### src/udi_pkg.sv
package udi_pkg;

  localparam int UDI_ADDR_W = 12;
  localparam int UDI_IDX_W = 10;

  // Register indices; the byte address is four times the index.
  localparam logic [9:0] UDI_IDX_DATA = 10'h0C0;
  localparam logic [9:0] UDI_IDX_IER = 10'h0C1;
  localparam logic [9:0] UDI_IDX_CFG = 10'h0C8;
  localparam logic [9:0] UDI_IDX_STS = 10'h0C9;
  localparam logic [9:0] UDI_IDX_MASK = 10'h0CA;
  localparam logic [9:0] UDI_IDX_SRC = 10'h0CB;

  localparam logic [7:0] UDI_IER_RST = 8'h00;
  localparam int UDI_IER_W = 5;
  localparam int UDI_IER_RX = 0;
  localparam int UDI_IER_TXE = 1;
  localparam int UDI_IER_LINE = 2;
  localparam int UDI_IER_MODEM = 3;
  localparam int UDI_IER_TXC = 4;

  localparam logic [15:0] UDI_DIV_RST = 16'h0002;

  localparam int UDI_CFG_FIFO = 0;
  localparam int UDI_CFG_LEN_LO = 1;
  localparam int UDI_CFG_DLAB = 7;
  localparam logic [7:0] UDI_CFG_RST = 8'h00;

  // Status bits, highest priority first.
  localparam int UDI_NSRC = 6;
  localparam int UDI_S_LINE = 0;
  localparam int UDI_S_RXRDY = 1;
  localparam int UDI_S_TOUT = 2;
  localparam int UDI_S_TXC = 3;
  localparam int UDI_S_TXE = 4;
  localparam int UDI_S_MODEM = 5;
  localparam logic [5:0] UDI_MASK_RST = 6'h3F;

  localparam logic [2:0] UDI_CODE_LINE = 3'h3;
  localparam logic [2:0] UDI_CODE_RXRDY = 3'h2;
  localparam logic [2:0] UDI_CODE_TOUT = 3'h6;
  localparam logic [2:0] UDI_CODE_TXC = 3'h5;
  localparam logic [2:0] UDI_CODE_TXE = 3'h1;
  localparam logic [2:0] UDI_CODE_MODEM = 3'h0;

  localparam int UDI_TX_DEPTH = 16;
  localparam int UDI_RX_DEPTH = 16;

  localparam logic [1:0] UDI_RESP_OKAY = 2'h0;
  localparam logic [1:0] UDI_RESP_SLVERR = 2'h2;

  typedef struct packed {
    logic [UDI_ADDR_W-1:0] awaddr;
    logic awvalid;
    logic [31:0] wdata;
    logic [3:0] wstrb;
    logic wvalid;
    logic bready;
    logic [UDI_ADDR_W-1:0] araddr;
    logic arvalid;
    logic rready;
  } udi_axi_req_t;

  typedef struct packed {
    logic awready;
    logic wready;
    logic bvalid;
    logic [1:0] bresp;
    logic arready;
    logic rvalid;
    logic [31:0] rdata;
    logic [1:0] rresp;
  } udi_axi_rsp_t;

  typedef struct packed {
    logic fifoEnable;
    logic [1:0] charLen;
    logic divisorAccess;
  } udi_line_t;

  typedef enum logic [2:0] {
    UDI_W_IDLE = 3'b001,
    UDI_W_DO = 3'b010,
    UDI_W_RESP = 3'b100
  } udi_wstate_t;

endpackage

### src/udi_fifo.sv
`timescale 1ns/100ps
module udi_fifo #(
  parameter int WIDTH = 8,
  parameter int DEPTH = 16
) (
  input wire logic mclk,
  input wire logic nrst,
  input wire logic single,
  input wire logic inValid,
  output logic inReady,
  input wire logic [WIDTH-1:0] inData,
  output logic outValid,
  input wire logic outReady,
  output logic [WIDTH-1:0] outData,
  output logic [$clog2(DEPTH+1)-1:0] count
);
  localparam int PW = $clog2(DEPTH);
  localparam int CW = $clog2(DEPTH+1);
  localparam logic [CW-1:0] FULL = CW'(DEPTH);
  localparam logic [CW-1:0] ONE = CW'(1);

  logic [WIDTH-1:0] mem [DEPTH];
  logic [PW-1:0] wrPtr;
  logic [PW-1:0] rdPtr;
  logic push;
  logic pop;

  // With the queue disabled the store behaves as one holding byte.
  assign inReady = count < (single ? ONE : FULL);
  assign outValid = count != '0;
  assign outData = mem[rdPtr];
  assign push = inValid && inReady;
  assign pop = outValid && outReady;

  always_ff @(posedge mclk)
  begin
    if (push)
    begin
      mem[wrPtr] <= inData;
    end
  end

  always_ff @(posedge mclk)
  begin
    if (!nrst)
    begin
      wrPtr <= '0;
      rdPtr <= '0;
      count <= '0;
    end
    else
    begin
      if (push)
      begin
        wrPtr <= (wrPtr == PW'(DEPTH - 1)) ? '0 : wrPtr + PW'(1);
      end
      if (pop)
      begin
        rdPtr <= (rdPtr == PW'(DEPTH - 1)) ? '0 : rdPtr + PW'(1);
      end
      count <= count + CW'(push) - CW'(pop);
    end
  end
endmodule // udi_fifo

### src/udi_prio.sv
`timescale 1ns/100ps
module udi_prio (
  input wire logic [udi_pkg::UDI_NSRC-1:0] pending,
  output logic [2:0] code,
  output logic none
);
  import udi_pkg::*;

  always_comb
  begin
    none = 1'b0;
    if (pending[UDI_S_LINE])
      code = UDI_CODE_LINE;
    else if (pending[UDI_S_RXRDY])
      code = UDI_CODE_RXRDY;
    else if (pending[UDI_S_TOUT])
      code = UDI_CODE_TOUT;
    else if (pending[UDI_S_TXC])
      code = UDI_CODE_TXC;
    else if (pending[UDI_S_TXE])
      code = UDI_CODE_TXE;
    else if (pending[UDI_S_MODEM])
      code = UDI_CODE_MODEM;
    else
    begin
      code = 3'h0;
      none = 1'b1;
    end
  end
endmodule // udi_prio

### src/udi_uart_regs.sv
`timescale 1ns/100ps
// Notes on behaviour
// - Reset returns every register to default.
// - Unused registers and bits: ignore writes, read zero.
// - Short characters send only low bits.
// - Data writes queue sixteen bytes, else one.
// - Data reads pop receive queue or holder.
// - Short received characters zero upper bits.
// - Transmit and receive share offset C0.
// - Enable register at C1, resets zero.
// - Enable bit 4: transmission complete interrupt.
// - Enable bit 3: modem edge interrupt.
// - Enable bit 2: line status errors interrupt.
// - Enable bit 1: transmit empty interrupt.
// - Enable bit 0: receive ready and timeout.
// - Divisor access bit maps divisor bytes instead.
// - Report only highest priority pending source.
module udi_uart_regs #(
  parameter int TX_DEPTH = udi_pkg::UDI_TX_DEPTH,
  parameter int RX_DEPTH = udi_pkg::UDI_RX_DEPTH
) (
  input wire logic mclk,
  input wire logic nrst,
  input wire udi_pkg::udi_axi_req_t axiReq,
  output udi_pkg::udi_axi_rsp_t axiRsp,
  output logic txValid,
  input wire logic txReady,
  output logic [7:0] txData,
  input wire logic txShiftEmpty,
  input wire logic rxValid,
  output logic rxReady,
  input wire logic [7:0] rxData,
  input wire logic rxTimeout,
  input wire logic lineError,
  input wire logic modemEdge,
  output udi_pkg::udi_line_t lineCfg,
  output logic [15:0] divisor,
  output logic divisorLoad,
  output logic irqOut
);
  import udi_pkg::*;

  localparam int TCW = $clog2(TX_DEPTH + 1);
  localparam int RCW = $clog2(RX_DEPTH + 1);

  udi_wstate_t wState;
  logic [UDI_ADDR_W-1:0] awAddr;
  logic awHeld;
  logic [7:0] wByte;
  logic wLane0;
  logic [3:0] wLanes;
  logic wHeld;
  logic [UDI_IDX_W-1:0] wIdx;
  logic [UDI_IDX_W-1:0] rIdx;
  logic wrFire;
  logic rdFire;
  logic wrHit;
  logic rdHit;
  logic [7:0] rdByte;

  logic [UDI_IER_W-1:0] irqEnable;
  logic [7:0] cfgReg;
  logic [UDI_NSRC-1:0] irqStatus;
  logic [UDI_NSRC-1:0] irqMask;
  logic [UDI_NSRC-1:0] srcActive;
  logic [2:0] srcCode;
  logic srcNone;

  logic [7:0] charMask;
  logic txPush;
  logic txInReady;
  logic txOutValid;
  logic [7:0] txRaw;
  logic [TCW-1:0] txCount;
  logic rxOutValid;
  logic rxPop;
  logic [7:0] rxHead;
  logic [RCW-1:0] rxCount;
  logic txEmpty;

  assign lineCfg.fifoEnable = cfgReg[UDI_CFG_FIFO];
  assign lineCfg.charLen = cfgReg[UDI_CFG_LEN_LO +: 2];
  assign lineCfg.divisorAccess = cfgReg[UDI_CFG_DLAB];

  // A 5-bit character keeps bits 4:0, an 8-bit one all eight.
  assign charMask = 8'hFF >> (2'h3 - lineCfg.charLen);

  // Write channel: address and data are taken in either order.
  assign axiRsp.awready = !awHeld && (wState == UDI_W_IDLE);
  assign axiRsp.wready = !wHeld && (wState == UDI_W_IDLE);
  assign axiRsp.bvalid = wState == UDI_W_RESP;
  assign wIdx = awAddr[UDI_ADDR_W-1:2];
  assign wrFire = wState == UDI_W_DO;
  assign wLane0 = wLanes[0];

  always_ff @(posedge mclk)
  begin
    if (!nrst)
    begin
      awHeld <= 1'b0;
      awAddr <= '0;
    end
    else if (axiReq.awvalid && axiRsp.awready)
    begin
      awHeld <= 1'b1;
      awAddr <= axiReq.awaddr;
    end
    else if (wrFire)
    begin
      awHeld <= 1'b0;
    end
  end

  always_ff @(posedge mclk)
  begin
    if (!nrst)
    begin
      wHeld <= 1'b0;
      wByte <= 8'h00;
      wLanes <= 4'h0;
    end
    else if (axiReq.wvalid && axiRsp.wready)
    begin
      wHeld <= 1'b1;
      wByte <= axiReq.wdata[7:0];
      wLanes <= axiReq.wstrb;
    end
    else if (wrFire)
    begin
      wHeld <= 1'b0;
    end
  end

  always_ff @(posedge mclk)
  begin
    if (!nrst)
    begin
      wState <= UDI_W_IDLE;
    end
    else
    begin
      unique case (wState)
        UDI_W_IDLE:
          if (awHeld && wHeld)
            wState <= UDI_W_DO;
        UDI_W_DO:
          wState <= UDI_W_RESP;
        UDI_W_RESP:
          if (axiReq.bready)
            wState <= UDI_W_IDLE;
      endcase
    end
  end

  always_comb
  begin
    unique case (wIdx)
      UDI_IDX_DATA, UDI_IDX_IER, UDI_IDX_CFG,
      UDI_IDX_STS, UDI_IDX_MASK, UDI_IDX_SRC:
        wrHit = 1'b1;
      default:
        wrHit = 1'b0;
    endcase
  end

  always_ff @(posedge mclk)
  begin
    if (!nrst)
      axiRsp.bresp <= UDI_RESP_OKAY;
    else if (wrFire)
      axiRsp.bresp <= wrHit ? UDI_RESP_OKAY : UDI_RESP_SLVERR;
  end

  // Enable register; bits 7:5 are not stored.
  always_ff @(posedge mclk)
  begin
    if (!nrst)
      irqEnable <= UDI_IER_RST[UDI_IER_W-1:0];
    else if (wrFire && wLane0 && wIdx == UDI_IDX_IER
      && !lineCfg.divisorAccess)
      irqEnable <= wByte[UDI_IER_W-1:0];
  end

  always_ff @(posedge mclk)
  begin
    if (!nrst)
      cfgReg <= UDI_CFG_RST;
    else if (wrFire && wLane0 && wIdx == UDI_IDX_CFG)
      cfgReg <= wByte & 8'h87;
  end

  // Divisor bytes take the shared slots while access is set.
  always_ff @(posedge mclk)
  begin
    if (!nrst)
    begin
      divisor <= UDI_DIV_RST;
      divisorLoad <= 1'b0;
    end
    else
    begin
      divisorLoad <= 1'b0;
      if (wrFire && wLane0 && lineCfg.divisorAccess)
      begin
        if (wIdx == UDI_IDX_DATA)
        begin
          divisor[7:0] <= wByte;
          divisorLoad <= 1'b1;
        end
        else if (wIdx == UDI_IDX_IER)
        begin
          divisor[15:8] <= wByte;
          divisorLoad <= 1'b1;
        end
      end
    end
  end

  always_ff @(posedge mclk)
  begin
    if (!nrst)
      irqMask <= UDI_MASK_RST;
    else if (wrFire && wLane0 && wIdx == UDI_IDX_MASK)
      irqMask <= wByte[UDI_NSRC-1:0];
  end

  // A byte written to a full queue is dropped.
  assign txPush = wrFire && wLane0 && wIdx == UDI_IDX_DATA
    && !lineCfg.divisorAccess;

  udi_fifo #(
    .WIDTH(8),
    .DEPTH(TX_DEPTH)
  ) txQueue (
    .mclk(mclk),
    .nrst(nrst),
    .single(!lineCfg.fifoEnable),
    .inValid(txPush),
    .inReady(txInReady),
    .inData(wByte),
    .outValid(txOutValid),
    .outReady(txReady),
    .outData(txRaw),
    .count(txCount)
  );

  assign txValid = txOutValid;
  assign txData = txRaw & charMask;

  udi_fifo #(
    .WIDTH(8),
    .DEPTH(RX_DEPTH)
  ) rxQueue (
    .mclk(mclk),
    .nrst(nrst),
    .single(!lineCfg.fifoEnable),
    .inValid(rxValid),
    .inReady(rxReady),
    .inData(rxData & charMask),
    .outValid(rxOutValid),
    .outReady(rxPop),
    .outData(rxHead),
    .count(rxCount)
  );

  // Read channel: one read under way; data registered at acceptance.
  assign axiRsp.arready = !axiRsp.rvalid;
  assign rdFire = axiReq.arvalid && axiRsp.arready;
  assign rIdx = axiReq.araddr[UDI_ADDR_W-1:2];
  assign rxPop = rdFire && rIdx == UDI_IDX_DATA
    && !lineCfg.divisorAccess;

  always_comb
  begin
    rdHit = 1'b1;
    rdByte = 8'h00;
    unique case (rIdx)
      UDI_IDX_DATA:
        if (lineCfg.divisorAccess)
          rdByte = divisor[7:0];
        else if (rxOutValid)
          rdByte = rxHead;
      UDI_IDX_IER:
        if (lineCfg.divisorAccess)
          rdByte = divisor[15:8];
        else
          rdByte = {3'h0, irqEnable};
      UDI_IDX_CFG:
        rdByte = cfgReg;
      UDI_IDX_STS:
        rdByte = {2'h0, irqStatus};
      UDI_IDX_MASK:
        rdByte = {2'h0, irqMask};
      UDI_IDX_SRC:
        rdByte = {4'h0, srcCode, srcNone};
      default:
        rdHit = 1'b0;
    endcase
  end

  always_ff @(posedge mclk)
  begin
    if (!nrst)
    begin
      axiRsp.rvalid <= 1'b0;
      axiRsp.rdata <= 32'h0000_0000;
      axiRsp.rresp <= UDI_RESP_OKAY;
    end
    else if (rdFire)
    begin
      axiRsp.rvalid <= 1'b1;
      axiRsp.rdata <= {24'h00_0000, rdByte};
      axiRsp.rresp <= rdHit ? UDI_RESP_OKAY : UDI_RESP_SLVERR;
    end
    else if (axiReq.rready)
    begin
      axiRsp.rvalid <= 1'b0;
    end
  end

  // Interrupt sources, each gated by its enable bit.
  assign txEmpty = !txOutValid;
  assign srcActive[UDI_S_LINE] = lineError
    && irqEnable[UDI_IER_LINE];
  assign srcActive[UDI_S_RXRDY] = rxOutValid
    && irqEnable[UDI_IER_RX];
  assign srcActive[UDI_S_TOUT] = rxTimeout
    && irqEnable[UDI_IER_RX];
  assign srcActive[UDI_S_TXC] = txEmpty && txShiftEmpty
    && irqEnable[UDI_IER_TXC];
  assign srcActive[UDI_S_TXE] = txEmpty
    && irqEnable[UDI_IER_TXE];
  assign srcActive[UDI_S_MODEM] = modemEdge
    && irqEnable[UDI_IER_MODEM];

  udi_prio srcPrio (
    .pending(srcActive),
    .code(srcCode),
    .none(srcNone)
  );

  // Sticky status, write one to clear; a new event wins the cycle.
  always_ff @(posedge mclk)
  begin
    if (!nrst)
      irqStatus <= '0;
    else if (wrFire && wLane0 && wIdx == UDI_IDX_STS)
      irqStatus <= (irqStatus & ~wByte[UDI_NSRC-1:0]) | srcActive;
    else
      irqStatus <= irqStatus | srcActive;
  end

  assign irqOut = |(irqStatus & irqMask);

endmodule // udi_uart_regs

### config.mk
export PLATFORM = sky130hd
export DESIGN_NAME = udi_uart_regs
export DESIGN_NICKNAME = d
export VERILOG_FILES = /design/src/udi_pkg.sv /design/src/udi_fifo.sv /design/src/udi_prio.sv /design/src/udi_uart_regs.sv
export SDC_FILE = /design/constraint.sdc
export NUM_CORES = 1
export LEC_CHECK = 0
export CAP_MARGIN = 30
export CORE_AREA = 5 5 173 175
export DETAILED_ROUTE_END_ITERATION = 12
export DIE_AREA = 0 0 178 180
export DONT_BUFFER_PORTS = 1
export HOLD_SLACK_MARGIN = 0.06
export PLACE_DENSITY = 0.76
export SLEW_MARGIN = 20
export SYNTH_ARGS = -nofsm -noshare
export SYNTH_HDL_FRONTEND = slang
export SYNTH_SLANG_ARGS = --single-unit
### constraint.sdc
create_clock -name mclk -period 8.4 [get_ports mclk]
set_clock_uncertainty 0.1 [all_clocks]
set_input_delay 0.42 -clock mclk [delete_from_list [all_inputs] [get_ports mclk]]
set_output_delay 0.42 -clock mclk [all_outputs]
set_load 0.05 [all_outputs]
==> flow_summary.ini <==
[logic_synthesis]
synth.yosys.seq_area_share_pct = 64.70
synth_seq_cells = 363
synth.largest_area_cell = sky130_fd_sc_hd__edfxtp_1
synth-async-reset-ratio_pct = 0
flip_flop_cell_with_the_highest_count_after_synthesis = sky130_fd_sc_hd__edfxtp_1
netlist_area_sq_um = 15190
synth_edf_count = 256
yosysTopAreaCellShare_pct = 50.60
post_synth_num_cell_types = 63
syn_inst = 1039
ys.warnings.count = 0
synthTopCellsByArea = sky130_fd_sc_hd__edfxtp_1 51%, sky130_fd_sc_hd__dfxtp_1 14%, sky130_fd_sc_hd__mux4_2 11%, sky130_fd_sc_hd__ha_1 2.3%, sky130_fd_sc_hd__nand2_1 2.0%
synth_area_per_cell_sq_um = 14.62

[pwr]
power.combinational.fraction_pct = 15.3
netSwitchingPower_mw = 1.164
peakVddDrop_mv = 0.1468
power_per_cell_area_nw_per_um2 = 253.8
power.switching_fraction_pct = 26.59
p_int_mw = 3.213
static-leakage-power_nw = 5.859
clock_power_share_pct = 37.5
power.share.sequential_pct = 47.2

[route]
vias = 9052
ant_nets = 0
totalWireLength_mm = 35.71
post_drt_wl_per_cell_microns = 23.79
drt_pre_antenna_iters = 5
detailedRoute.firstIterationViolations = 866
routed_via_density = 6.031
post_detailed_route_drc_marker_count = 0

[setup_path]
critical_path_cell_count = 13
reg2reg_from = txQueue.count[2]
timing.reg2reg.worst_path_depth = 13
crit_fanout = 5
worst_r2r_endpoint = txQueue.count[4]
data_arrival_time_of_the_critical_path_ns = 4.26
cp_data_required_time_ns = 8.75
crit_path_start = txQueue.count[2]
critical_path.max_stage_delay_ns = 0.54
crit_path_cell_trace = inv_1 -> ha_1 -> nor4b_1 -> inv_1 -> and2_1 -> ha_1 -> inv_1 -> ha_1 -> fa_1 -> a21oi_1 -> nor2_1 -> or3_1 -> a21oi_1
critical_path.endpoint_type = flop
critPathBufInv = 3
setup.worst_path.end = txQueue.count[4]
critPathKind = reg -> reg
crit_slowest_cell = sky130_fd_sc_hd__nor4b_1
critical-path-top-delay-family = simple AND/OR/NAND/NOR gates
timing.reg2reg.setup_slack_ns = 4.49
critPathLaunchType = flop

[floorplanning]
core_region_area_sq_um = 28310
die_width_microns = 178
initial_utilization_pct = 53.66
floorplan.die.height_microns = 180
ioPinCount = 154
num_rows = 62
design.die.area_sq_um = 32040

[layout]
antennaDiodeCount = 0
post_route_cells_drive_above_1_share_pct = 15.58
num-nets-final = 1201
layout.cells.non_filler = 1501
finish.utilization_pct = 60.89
commonest_non_fill_non_tap_cells_in_the_layout = 256 x sky130_fd_sc_hd__edfxtp_1, 104 x sky130_fd_sc_hd__dfxtp_1, 82 x sky130_fd_sc_hd__nand2_1, 75 x sky130_fd_sc_hd__mux4_2, 56 x sky130_fd_sc_hd__a21oi_1
layout.cell_area.non_filler_sq_um = 17240
most_common_cell_after_layout_fill_and_taps_aside = sky130_fd_sc_hd__edfxtp_1
area_delta_synth_final_pct = 13.48

[timing]
finalHoldViolCount = 0
finalSetupTns_ns = 0
worst_pin_slew_ns = 1.002
rsz0062_at_grt = false
period_share_pct = 46.55
final-max-slew-violation-count = 0
maxClockFrequency_mhz = 255.7
timing.final.setup_violations = 0
slew-limit-headroom_pct = 32.94
layout_min_cycle_time_ns = 3.910
finalWorstSetupSlack_ns = 4.490

[clocking]
clk_pin_slew_worst_paths_ns = 0.06
ctsLongestPathBuffers = 3
cts_inserted_buffers = 37
cts.sink_count = 363
cts_tree = done
clock_latency_ns = 0.54
clock_tree.htree_level_count = 2
postCtsResizedCells = 0
clock-root-buffer = sky130_fd_sc_hd__clkbuf_16

[global_route]
grt_start_max_net_pins = 63
gr-total-overflow = 0
antenna_found_initial = 0
globalRouteTotalUtil_pct = 22.26
grt_pass1_wl_mm = 54.24
grt_pass1_vias = 8982

[placed_design]
post_dp_cell_area_sq_um = 15460
dp_hpwl_mm = 22.13
port-buffer-count = 0
preCtsSetupSlack_ns = 4.526
numPlacedInstances = 1382
gp_congestion = 0.8198

[status]
status = finished, final reports clean

[min_path]
hold_path.class = in -> reg

[job]
maxCapViolations = 0
layout make-up:
type	count	area, sq um
clock buffer	48	1017
clock inverter	18	221.5
fill	2036	11070
inverter	40	150.1
multi-input combinational	587	4926
sequential	363	9833
tap	384	480.5
timing repair buffer	61	613.1
power groups by stage:
stage	registers [mW]	clock network (mW)	logic, mW
finish	2.06	1.64	0.669
global route	2.07	1.75	0.730
CTS	2.06	1.67	0.669
floorplan	2.06	0	0.538
global placement	2.10	0	0.615
detailed placement	2.10	0	0.631
worst min path at each step:
| stage | from | endpoint | cells after the start |
|---|---|---|---|
| 2_1_floorplan | awAddr[10] | awAddr[10] | 2 |
| 3_3_place_gp | awAddr[10] | awAddr[10] | 2 |
| 3_5_place_dp | awAddr[7] | awAddr[7] | 2 |
| 4_1_cts | nrst | irqMask[1] | 2 |
| 5_1_grt | nrst | irqMask[1] | 2 |
| 6_report | axiReq[4] | axiRsp[7] | 3 |
sequential cells by signal, summed over array words and instances, names as in the netlist, 3 cells and up, named ones only:
| name | count |
|---|---|
| wByte | 8 |
| wState | 3 |
| rxQueue.mem | 128 |
| txQueue.mem | 128 |
| cfgReg | 4 |
| irqStatus | 6 |
| rxQueue.count | 5 |
| rxQueue.wrPtr | 4 |
| txQueue.count | 5 |
| irqEnable | 5 |
| irqMask | 6 |
| rxQueue.rdPtr | 4 |
| txQueue.wrPtr | 4 |
| txQueue.rdPtr | 4 |
| divisor | 16 |
| axiRsp | 11 |
| awAddr | 10 |
cell families after synthesis:
group	share of synthesized area [%]
buffers and inverters	3.615
AOI/OAI and AO/OA	5.962
DFF	64.70
other	0.02468
muxes	13.22
and+or+nand+nor	9.454
adders and majority gates	2.569
xor gates and xnor gates	0.4612
through the flow:
step	total power, mW	hold slack [ns]
floorplan	2.597	0.3318
global route	4.551	0.07463
detailed placement	2.732	0.3473
CTS	4.399	0.06009
global placement	2.711	0.3397
finish	4.376	0.09029
tightest hold or removal path, delay by kind of cell:
kind | cells | cell delay [ns]
compound gates | 3 | 0.24
cells in the mapped netlist (7+ instances only):
| master | count |
|---|---|
| sky130_fd_sc_hd__mux2i_1 | 24 |
| sky130_fd_sc_hd__o211ai_1 | 10 |
| sky130_fd_sc_hd__mux4_2 | 75 |
| sky130_fd_sc_hd__nor3_1 | 9 |
| sky130_fd_sc_hd__mux2_2 | 7 |
| sky130_fd_sc_hd__inv_1 | 38 |
| sky130_fd_sc_hd__a21oi_1 | 56 |
| sky130_fd_sc_hd__and2_1 | 23 |
| sky130_fd_sc_hd__nand2_1 | 82 |
| sky130_fd_sc_hd__nor2b_1 | 10 |
| sky130_fd_sc_hd__edfxtp_1 | 256 |
| sky130_fd_sc_hd__nor2_1 | 38 |
| sky130_fd_sc_hd__a22oi_1 | 9 |
| sky130_fd_sc_hd__clkbuf_1 | 32 |
| sky130_fd_sc_hd__dfxtp_1 | 107 |
| sky130_fd_sc_hd__ha_1 | 28 |
| sky130_fd_sc_hd__buf_4 | 29 |
| sky130_fd_sc_hd__and3_1 | 29 |
| sky130_fd_sc_hd__buf_2 | 10 |
| sky130_fd_sc_hd__o21ai_0 | 30 |
| sky130_fd_sc_hd__nand3_1 | 42 |
layer usage:
layer	part of all wire, %	global-route usage, %	wire length, microns	vias to the layer above
met4	3.0	6.621	1061	0
met5	0	0	0	-
li1	-	-	-	4017
met3	9.1	5.966	3249	71
met2	49	36.15	17600	439
met1	39	29.65	13800	4525
timing repair:
action / 4_1_cts / 5_1_grt
endpoints found under the hold margin: 142 / 0
buffers inserted: 0 / 0
hold buffers: 53 / 0
No activity file was read; power rests on OpenSTA's default activity.
